==> config.mk <==
export PLATFORM = sky130hd
export DESIGN_NAME = urf_regfile
export DESIGN_NICKNAME = d
export VERILOG_FILES = /design/src/urf_pkg.sv /design/src/urf_regfile.sv
export VERILOG_INCLUDE_DIRS = /design/src
export SDC_FILE = /design/constraint.sdc
export NUM_CORES = 1
export LEC_CHECK = 0
export ABC_AREA = 1
export BUFFER_PORTS_ARGS = -buffer_cell sky130_fd_sc_hd__buf_2
export CORE_AREA = 5 5 331 236
export CTS_CLUSTER_SIZE = 14
export DETAILED_ROUTE_END_ITERATION = 10
export DIE_AREA = 0 0 336 241
export SYNTH_ARGS = -nofsm -noshare
export SYNTH_HDL_FRONTEND = slang
export SYNTH_SLANG_ARGS = --single-unit
==> constraint.sdc <==
create_clock -name core_clk_i -period 5.21 [get_ports core_clk_i]
set_input_delay 0.7815 -clock core_clk_i [delete_from_list [all_inputs] [get_ports core_clk_i]]
set_output_delay 0.7815 -clock core_clk_i [all_outputs]
set_load 0.01 [all_outputs]
==> src/urf_map.svh <==
`ifndef URF_MAP_SVH
`define URF_MAP_SVH
// register select indices on the instruction port
`define URF_SEL_ACC 4'h0
`define URF_SEL_ACC_DIGIT 4'h1
`define URF_SEL_IDX0 4'h2
`define URF_SEL_IDX1 4'h3
`define URF_SEL_IDX2 4'h4
`define URF_SEL_IDX3 4'h5
`define URF_SEL_REM 4'h6
`define URF_SEL_SCALE 4'h7
`define URF_SEL_KEY_TABLE 4'h8
`define URF_SEL_KEY_EN 4'h9
`define URF_SEL_SEND_BASE 4'hA
`define URF_SEL_SEND_PTR 4'hB
`define URF_SEL_RECV_BASE 4'hC
`define URF_SEL_RECV_PTR 4'hD
`define URF_SEL_IDX_LIMIT 4'hE
// field positions and widths
`define URF_DIGIT_W 4
`define URF_FLAG_DIGIT 4'hF
`define URF_DATA_DIGITS 15
`define URF_COMPACT_W 8
`define URF_KEY_GRP_W 8
// reset values
`define URF_RST_16 16'h0000
`define URF_RST_64 64'h0000_0000_0000_0000
`define URF_RST_4 4'h0
`endif

==> src/urf_pkg.sv <==
package urf_pkg;
   // instruction port request
   typedef struct packed {
      logic wr;
      logic [3:0] sel;
      logic [3:0] digit;
      logic [63:0] wdata;
   } urf_req_t;
   // index counter operation
   typedef enum logic [1:0] {URF_IDX_NONE, URF_IDX_INC, URF_IDX_DEC} urf_idx_op_t;
   // complete state of the register file
   typedef struct packed {
      logic [63:0] acc;
      logic [63:0] rem;
      logic [3:0][15:0] idx;
      logic [3:0][15:0] idx_lim;
      logic [3:0] lim_flag;
      logic [3:0] scale;
      logic [15:0] key_table;
      logic [15:0] key_en;
      logic [15:0] send_base;
      logic [15:0] send_ptr;
      logic [15:0] recv_base;
      logic [15:0] recv_ptr;
      logic [63:0] rdata;
      logic [15:0] dst_addr;
      logic [15:0] src_addr;
      logic dst_to_buf;
      logic src_to_buf;
      logic [15:0] key_entry_addr;
      logic key_fetch;
   } urf_state_t;
endpackage : urf_pkg

==> src/urf_regfile.sv <==
`timescale 1ns/1ps
`include "urf_map.svh"
// Summary of operation
// - accumulator is sixteen 4-bit digits
// - fifteen data digits, top digit holds flags
// - accumulator accessed whole or by digit
// - four index registers, 8 or 16 bits
// - index counters wrap modulo their width
// - counter at limit sets limit flag
// - divide leaves remainder with flag digit
// - scale 0-15 shifts product right digits
// - divide quotient has scale fraction digits
// - absolute 16-bit key table base address
// - enabled key at halt fetches table entry
// - key enable is two 8-bit groups
// - key enable clears after keyboard instruction
// - zero send base selects transmit buffer
// - send addressing adds pointer in extended variant or with data handling
// - pointers are 16 or 8 bit counters
// - zero receive base selects receive buffer
// - receive base needs data-handling segment
// - receive base offset by receive pointer
// - word addresses relative to user memory base
// - program start clears listed registers
module urf_regfile (
   // clock and reset
   input wire logic core_clk_i,
   input wire logic arst_n_i,
   // variant and firmware straps
   input wire logic extended_variant_i,
   input wire logic data_handling_i,
   input wire logic dh_segment1_i,
   input wire logic [15:0] user_mem_base_i,
   // instruction register port
   input wire urf_pkg::urf_req_t req_i,
   // arithmetic unit results
   input wire logic rem_load_i,
   input wire logic [59:0] rem_data_i,
   input wire logic [3:0] rem_flags_i,
   // index counter operations
   input wire urf_pkg::urf_idx_op_t idx_op_i,
   input wire logic [1:0] idx_num_i,
   input wire logic [15:0] idx_lim_i,
   input wire logic lim_flag_clr_i,
   // keyboard events
   input wire logic kbd_halt_key_i,
   input wire logic [3:0] kbd_key_num_i,
   input wire logic kbd_key_grp_i,
   input wire logic kbd_instr_done_i,
   // character pointer advance
   input wire logic send_ptr_inc_i,
   input wire logic recv_ptr_inc_i,
   // register read data
   output logic [63:0] rdata_o,
   // arithmetic operands
   output logic [59:0] acc_data_o,
   output logic [3:0] acc_flags_o,
   output logic [3:0] scale_o,
   // index and limit flags
   output logic [3:0] lim_flag_o,
   // implied addressing
   output logic [15:0] dst_addr_o,
   output logic dst_to_buf_o,
   output logic [15:0] src_addr_o,
   output logic src_to_buf_o,
   // key table fetch
   output logic key_fetch_o,
   output logic [15:0] key_entry_addr_o
);
   urf_pkg::urf_state_t s_r, s_nxt;
   logic [15:0] wmask;
   logic [15:0] idx_cur, idx_new, send_ptr_m, recv_ptr_m;
   logic [15:0] send_ptr_w, recv_ptr_w;
   logic idx_inc, idx_dec;
   logic [3:0] key_bit;
   logic [63:0] rd;

   // width mask for the selected variant
   assign wmask = extended_variant_i ? 16'hFFFF : 16'h00FF;

   // shared index step on the register picked by idx_num_i
   assign idx_cur = s_r.idx[idx_num_i];
   assign idx_inc = (idx_op_i == urf_pkg::URF_IDX_INC);
   assign idx_dec = (idx_op_i == urf_pkg::URF_IDX_DEC);
   urf_wrap_step #(.W(16)) u_urf_wrap_step_idx (
      .cur_i(idx_cur),
      .mask_i(wmask),
      .inc_i(idx_inc),
      .dec_i(idx_dec),
      .nxt_o(idx_new)
   );

   // pointer values after a same-cycle port write, so an advance lands on top
   assign send_ptr_w = (req_i.wr && req_i.sel == `URF_SEL_SEND_PTR) ? (req_i.wdata[15:0] & wmask) : s_r.send_ptr;
   assign recv_ptr_w = (req_i.wr && req_i.sel == `URF_SEL_RECV_PTR) ? (req_i.wdata[15:0] & wmask) : s_r.recv_ptr;

   // send character pointer step
   urf_wrap_step #(.W(16)) u_urf_wrap_step_send (
      .cur_i(send_ptr_w),
      .mask_i(wmask),
      .inc_i(send_ptr_inc_i),
      .dec_i(1'b0),
      .nxt_o(send_ptr_m)
   );

   // receive character pointer step
   urf_wrap_step #(.W(16)) u_urf_wrap_step_recv (
      .cur_i(recv_ptr_w),
      .mask_i(wmask),
      .inc_i(recv_ptr_inc_i),
      .dec_i(1'b0),
      .nxt_o(recv_ptr_m)
   );

   // next state for all registers
   always_comb begin
      s_nxt = s_r;
      // instruction port writes, one per cycle
      if (req_i.wr) begin
         case (req_i.sel)
            `URF_SEL_ACC: s_nxt.acc = req_i.wdata;
            `URF_SEL_ACC_DIGIT: s_nxt.acc[req_i.digit*`URF_DIGIT_W +: `URF_DIGIT_W] = req_i.wdata[3:0];
            `URF_SEL_IDX0: s_nxt.idx[0] = req_i.wdata[15:0] & wmask;
            `URF_SEL_IDX1: s_nxt.idx[1] = req_i.wdata[15:0] & wmask;
            `URF_SEL_IDX2: s_nxt.idx[2] = req_i.wdata[15:0] & wmask;
            `URF_SEL_IDX3: s_nxt.idx[3] = req_i.wdata[15:0] & wmask;
            `URF_SEL_REM: s_nxt.rem = req_i.wdata;
            `URF_SEL_SCALE: s_nxt.scale = req_i.wdata[3:0];
            `URF_SEL_KEY_TABLE: s_nxt.key_table = req_i.wdata[15:0];
            `URF_SEL_KEY_EN: s_nxt.key_en = req_i.wdata[15:0];
            `URF_SEL_SEND_BASE: s_nxt.send_base = req_i.wdata[15:0];
            `URF_SEL_SEND_PTR: s_nxt.send_ptr = req_i.wdata[15:0] & wmask;
            `URF_SEL_RECV_BASE: s_nxt.recv_base = req_i.wdata[15:0];
            `URF_SEL_RECV_PTR: s_nxt.recv_ptr = req_i.wdata[15:0] & wmask;
            `URF_SEL_IDX_LIMIT: s_nxt.idx_lim[req_i.digit[1:0]] = req_i.wdata[15:0] & wmask;
            default: ;
         endcase
      end
      // divide remainder with its flag digit on top
      if (rem_load_i) begin
         s_nxt.rem = {rem_flags_i, rem_data_i};
      end
      // limit flag clear; a same-cycle set below wins
      if (lim_flag_clr_i) begin
         s_nxt.lim_flag[idx_num_i] = 1'b0;
      end
      if (idx_op_i != urf_pkg::URF_IDX_NONE) begin
         s_nxt.idx[idx_num_i] = idx_new;
         s_nxt.idx_lim[idx_num_i] = idx_lim_i & wmask;
         if (idx_new == (idx_lim_i & wmask)) begin
            s_nxt.lim_flag[idx_num_i] = 1'b1; // set wins over clear
         end
      end
      // pointer advance, wrapping in the variant width
      if (send_ptr_inc_i) begin
         s_nxt.send_ptr = send_ptr_m;
      end
      if (recv_ptr_inc_i) begin
         s_nxt.recv_ptr = recv_ptr_m;
      end
      // key press at halt fetches from table
      key_bit = {kbd_key_grp_i, kbd_key_num_i[2:0]}; // group picks the upper or lower byte
      s_nxt.key_fetch = kbd_halt_key_i && s_r.key_en[key_bit[3:0]];
      s_nxt.key_entry_addr = s_r.key_table + {11'h000, key_bit[3:0], 1'b0};
      if (kbd_instr_done_i) begin
         s_nxt.key_en = `URF_RST_16;
      end
      // implied destination addressing
      s_nxt.dst_to_buf = (s_r.send_base == `URF_RST_16);
      if (extended_variant_i || data_handling_i) begin
         s_nxt.dst_addr = s_r.send_base + s_r.send_ptr;
      end else begin
         s_nxt.dst_addr = s_r.send_base;
      end
      if (!s_nxt.dst_to_buf) begin
         s_nxt.dst_addr = s_nxt.dst_addr + user_mem_base_i;
      end
      // implied source addressing
      if (dh_segment1_i) begin
         s_nxt.src_to_buf = (s_r.recv_base == `URF_RST_16);
         s_nxt.src_addr = s_r.recv_base + s_r.recv_ptr;
         if (!s_nxt.src_to_buf) begin
            s_nxt.src_addr = s_nxt.src_addr + user_mem_base_i;
         end
      end else begin
         s_nxt.src_to_buf = 1'b0;
         s_nxt.src_addr = `URF_RST_16;
      end
      // registered read data
      case (req_i.sel)
         `URF_SEL_ACC: rd = s_r.acc;
         `URF_SEL_ACC_DIGIT: rd = {60'h0, s_r.acc[req_i.digit*`URF_DIGIT_W +: `URF_DIGIT_W]};
         `URF_SEL_IDX0: rd = {48'h0, s_r.idx[0]};
         `URF_SEL_IDX1: rd = {48'h0, s_r.idx[1]};
         `URF_SEL_IDX2: rd = {48'h0, s_r.idx[2]};
         `URF_SEL_IDX3: rd = {48'h0, s_r.idx[3]};
         `URF_SEL_REM: rd = s_r.rem;
         `URF_SEL_SCALE: rd = {60'h0, s_r.scale};
         `URF_SEL_KEY_TABLE: rd = {48'h0, s_r.key_table};
         `URF_SEL_KEY_EN: rd = {48'h0, s_r.key_en};
         `URF_SEL_SEND_BASE: rd = {48'h0, s_r.send_base};
         `URF_SEL_SEND_PTR: rd = {48'h0, s_r.send_ptr};
         `URF_SEL_RECV_BASE: rd = {48'h0, s_r.recv_base};
         `URF_SEL_RECV_PTR: rd = {48'h0, s_r.recv_ptr};
         `URF_SEL_IDX_LIMIT: rd = {48'h0, s_r.idx_lim[req_i.digit[1:0]]};
         default: rd = 64'h0;
      endcase
      s_nxt.rdata = rd;
   end

   // state register; accumulator keeps its value through program start
   always_ff @(posedge core_clk_i or negedge arst_n_i) begin
      if (!arst_n_i) begin // accumulator left out of reset
         s_r.idx <= '0;
         s_r.idx_lim <= '0;
         s_r.lim_flag <= '0;
         s_r.rem <= `URF_RST_64;
         s_r.scale <= `URF_RST_4;
         s_r.key_table <= `URF_RST_16;
         s_r.key_en <= `URF_RST_16;
         s_r.send_base <= `URF_RST_16;
         s_r.send_ptr <= `URF_RST_16;
         s_r.recv_base <= `URF_RST_16;
         s_r.recv_ptr <= `URF_RST_16;
         s_r.rdata <= `URF_RST_64;
         s_r.dst_addr <= `URF_RST_16;
         s_r.src_addr <= `URF_RST_16;
         s_r.dst_to_buf <= 1'b1;
         s_r.src_to_buf <= 1'b0;
         s_r.key_entry_addr <= `URF_RST_16;
         s_r.key_fetch <= 1'b0;
      end else begin
         s_r <= s_nxt;
      end
   end

   // outputs straight from flip-flops
   assign rdata_o = s_r.rdata;
   assign acc_data_o = s_r.acc[59:0];
   assign acc_flags_o = s_r.acc[63:60];
   assign scale_o = s_r.scale;
   assign lim_flag_o = s_r.lim_flag;
   assign dst_addr_o = s_r.dst_addr;
   assign dst_to_buf_o = s_r.dst_to_buf;
   assign src_addr_o = s_r.src_addr;
   assign src_to_buf_o = s_r.src_to_buf;
   assign key_fetch_o = s_r.key_fetch;
   assign key_entry_addr_o = s_r.key_entry_addr;
endmodule : urf_regfile

// one masked step of a wrapping counter; the mask sets the live width
module urf_wrap_step #(
   parameter int W = 16
) (
   // current value and live-width mask
   input wire logic [W-1:0] cur_i,
   input wire logic [W-1:0] mask_i,
   // step direction, increment taking priority
   input wire logic inc_i,
   input wire logic dec_i,
   // stepped value, or the current one when idle
   output logic [W-1:0] nxt_o
);
   // masking after the add or subtract wraps all-ones to zero and back
   always_comb begin
      if (inc_i) begin
         nxt_o = (cur_i + W'(1)) & mask_i;
      end else if (dec_i) begin
         nxt_o = (cur_i - W'(1)) & mask_i;
      end else begin
         nxt_o = cur_i;
      end
   end
endmodule : urf_wrap_step

# Word level (Yosys, flattened, before mapping)
# Index checks and enable logic that the tools add are counted.
# word_totals
regBits	475
word_cells	145
# classes
order_cmp	5
bitwise	9
shifts	3
mux	48
reduce_logical	28
addsub	10
n_eq_ne	17
# op_table
operator	count
64-bit case mux with 15 select lines	1
16-bit 2-to-1 mux	25
64-bit bitwise mux	4
192-bit 2-to-1 mux	1
64-bit 2-to-1 mux	3
132-bit 2-to-1 mux	1
64-bit case mux with 2 select lines	1
16-bit AND	6
80-bit 2-to-1 mux	1
16-bit adder	4
16-bit binary-select mux with 2-bit select	2
16-bit demux with 2-bit select	2
4-bit by 34-bit variable shift with 64-bit output, first input constant	1
4-bit by 34-bit variable part select with 64-bit output	1
64-bit by 7-bit variable part select with 4-bit output	1
16-bit by 1-bit adder with 16-bit output, second input constant	3
6-bit negator with 34-bit output	1
16-bit zero test	2
4-bit equality test, second input constant	7
2-bit nonzero test	10
16-bit by 5-bit adder with 16-bit output	1
16-bit equality test	1
4-bit by 3-bit equality test with 1-bit output, second input constant	4
2-bit AND reduction	8
other kinds (19)	29

# Depth between registers and ports, before layout
# logic_depth
word_depth	10
mapped_depth	24
mapped_depth_nobuf	24

# By module
# A second synthesis with hierarchy kept.
# unflattened
cells_unflattened	4404
area_unflattened_um2	32169.6
# by_module_without_submodules
module	area_each_um2	cells_per_inst	instances	seq_area_each_um2
urf_regfile	28735.1	3699	1	12208.0
urf_wrap_step	1144.8	235	3	0.0

# Least setup slack after synthesis
# OpenSTA, ideal clock, no wires.
# synth_timing
path_kind	input to register
from	input extended_variant_i
to	register s_r (netlist bit dst_addr_o[12])
path_stages	17
arrival_time_ps	3759
slack_ps	1369
required_time_ps	5127
setup_time_ps	83
path_cell_list	clkbuf_1 -> buf_1 -> nor2_1 -> inv_1 -> clkbuf_1 -> o21ai_0 -> fa_1 -> a21oi_1 -> o21ai_0 -> nand2_1 -> nand2_1 -> a21oi_1 -> o21ai_0 -> a21boi_0 -> o21ai_0 -> xor2_1 -> o21ai_0
# synth_rtl
element	line	rtl
from (decl)	urf_regfile.sv:30	input wire logic extended_variant_i,
to (signal assigned)	urf_regfile.sv:233	s_r <= s_nxt;
to (decl)	urf_regfile.sv:70	urf_pkg::urf_state_t s_r, s_nxt;

==> flow_summary.yaml <==
worst_setup_path:
  critical_path_class: "reg -> reg"
  crit_start: "s_r[131]"
  cp-start-kind: "flip-flop"
  rr_worst_depth: 22
  r2r_slack_ps: 790
  worst_setup_path_end_kind: "flip-flop"
  r2r_end: "src_addr_o[15]"
  arrival_ps: 4910
  cp.required_ps: 5690
  worstPathMaxFanout: 6
  cp-endpoint: "src_addr_o[15]"
  r2r_start: "s_r[131]"
sta:
  timing.final.max_slew_violations: 0
  hold_viol_final: 0
  min_period_ps: 4424
  rsz0062_at_grt: "no"
  fin_tns_setup_ps: 0
  maxSlewHeadroom_pct: 21.93
  setup_viol: 0
  setup_ws_ps: 785.8
  finalCritPeriodShare_pct: 84.92
  fmax_ghz: 0.2260
  tightest_slew_ps: 1168
  hold_ws_ps: 79.52
  finalClockSkew_ps: 26.31
run:
  cap_violations: 0
synth:
  ys_top_cells_by_count: "827 x nand2_1, 474 x inv_1, 433 x o21ai_0, 410 x dfrtp_1, 248 x nor2_1"
  ys.flop_type: "dfrtp_1"
  synth_edf_count: 64
  yosysMostFrequentCell: "nand2_1"
  yosysWarningCount: 0
  async_reset_ff_share_pct: 86.53
  syn_avg_cell_area_um2: 7.617
  yosysUniqueCellTypes: 56
  synth_nets: 4147
  seq_area_frac_synth_pct: 41.34
  ys_ff_latch: 475
  netlist_instances: 3877
  ys_top_cells_by_area: "dfrtp_1 35%, nand2_1 11%, o21ai_0 7.3%, edfxtp_1 6.5%, inv_1 6.0%"
  netlist.area_leader.share_pct: 34.74
  yosysTopAreaCell: "dfrtp_1"
  synth_area_um2: 29530
detailed_routing:
  first_pass_iters: 6
  wire_per_inst_um: 24.89
  vias: 28810
  first_iter_violations: 4380
  drc: 0
  postRouteAntennaNets: 0
  via_per_inst: 5.711
  drt-total-wl_um: 125600
clock_network:
  cts_resized: 0
  clock_latency_ps: 630
  cts_root_buf: "clkbuf_16"
  clk_pin_slew_ps: 70
  cts.sinks: 475
  htree_num_levels: 2
  cts_tree: "done"
  clk_path_buf_depth: 3
  cts_setup_buffers: 0
  cts-hold-fix-buffers: 0
  numCtsBuffers: 52
floorplan:
  dieArea_um2: 80980
  die_h_um: 241
  pin_count: 376
  fp-row-count: 84
  fp.coreArea_um2: 74410
  start_util_pct: 39.69
  dieWidth_um: 336
power_and_ir_drop:
  pwr_density_cell_nw_per_um2: 403.0
  ir_worst_vdd_v: 0.0002331
  power_leakage_uw: 0.01590
layout:
  fin_util_pct: 44.17
  ff_latch_area_um2: 12210
  syn2layout_area_growth_pct: 11.29
  stdcell_count: 5044
  multi_input_area_um2: 13400
  num-fill-cells: 7629
  drive_above_1_share_pct: 14.21
  nets: 4267
placement:
  place.port_buffers: 374
  dp_hpwl_um: 95440
  place_inst: 4932
  gp_congestion: 1.016
  dp_slack_ps: 865.0
global_route:
  grt_max_degree: 121
  grt_pass1_vias: 25410
  antenna_found_initial: 19
  overflow: 0
  grt_pass1_wl_um: 177200
  grt_usage_pct: 29.62
min_path:
  hp-class: "in -> async"
outcome:
  status: "finished clean"
-- cell families (layout without fill, tap and decap cells) --
kind of cell / count (synthesis) / after routing / synth area share, %
XOR/XNOR: 72 / 72 / 2.135
flip-flops: 475 / 475 / 41.34
buffers and inverters: 851 / 1014 / 13.43
AO/OA/AOI/OAI: 1038 / 1038 / 20.42
AND/OR/NAND/NOR: 1360 / 1360 / 19.12
adder cells (fa/ha/maj): 81 / 81 / 3.559
other: 0 / 15 / 0
-- how the worst min path moves through the flow --
stage,slack [ps],cells after the start,end,startpoint
final,80,1,lim_flag_o[0],arst_n_i
after global routing,90,1,s_r[277],arst_n_i
after CTS,70,1,lim_flag_o[0],arst_n_i
after detailed placement,460,0,key_entry_addr_o[0],s_r[195]
after global placement,440,0,key_entry_addr_o[0],s_r[195]
after floorplan,370,0,key_entry_addr_o[0],s_r[195]
-- final cells by class --
type | count | area share (%)
Clock inverter | 23 | 1.005
Tap cell | 989 | 3.765
Clock buffer | 74 | 4.580
Antenna cell | 15 | 0.1142
Multi-Input combinational cell | 2551 | 40.78
Inverter | 494 | 5.650
Sequential cell | 475 | 37.15
Timing Repair Buffer | 423 | 6.959
-- layout by cell type, fill, tap and decap left out, drive strengths merged, types with 64 or more instances in the layout --
cell / count
nor2: 268
o21ai: 444
nand2: 842
clkbuf: 74
buf: 423
inv: 484
ha: 76
nand3: 172
a21oi: 244
dfrtp: 410
o22ai: 135
edfxtp: 64
-- critical path, stage by stage, from the launching register on --
cell      delay, ps
dfrtp_1         450
ha_1            180
inv_1            50
fa_1            390
o21ai_0         300
a21oi_1         110
o21bai_1        300
nand2_1          90
a21oi_1         240
nand3_1         100
nand2_1         110
nand2_1          60
nand2_1          80
xor2_1          240
ha_1            330
a21oi_1         260
o21bai_1        110
a221oi_1        300
nand2_1         130
a21oi_1         130
o21ai_0         100
o21ai_0         170
a21oi_1          60
-- power breakdown --
part           total, µW  switching, µW  internal, µW
logic               4270           2770          1500
registers           4930            559          4370
clock network       4050           1680          2360
total              13200           5010          8230
-- flip-flops by register name, summed over array words and instances, names as in the netlist --
register	count
acc_data_o	60
scale_o	4
lim_flag_o	4
s_r	288
acc_flags_o	4
key_fetch_o	1
dst_addr_o	16
src_addr_o	16
dst_to_buf_o	1
key_entry_addr_o	16
src_to_buf_o	1
rdata_o	64
-- per-layer routing --
| layer | GRT usage [%] | vias to the layer above | part of all wire (%) |
|---|---|---|---|
| met1 | 44.63 | 13680 | 44 |
| li1 | - | 13100 | - |
| met3 | 11.86 | 189 | 15 |
| met4 | 7.325 | 10 | 2.5 |
| met5 | 0 | - | 0.053 |
| met2 | 39.07 | 1829 | 39 |
-- stage by stage --
step,instance area [µm²],total power [µW]
finish,32870,13240
global route,32850,13940
CTS,32830,13150
detailed placement,30990,9111
global placement,30990,9055
floorplan,29530,7850
Power figures use the tool's default switching activity.
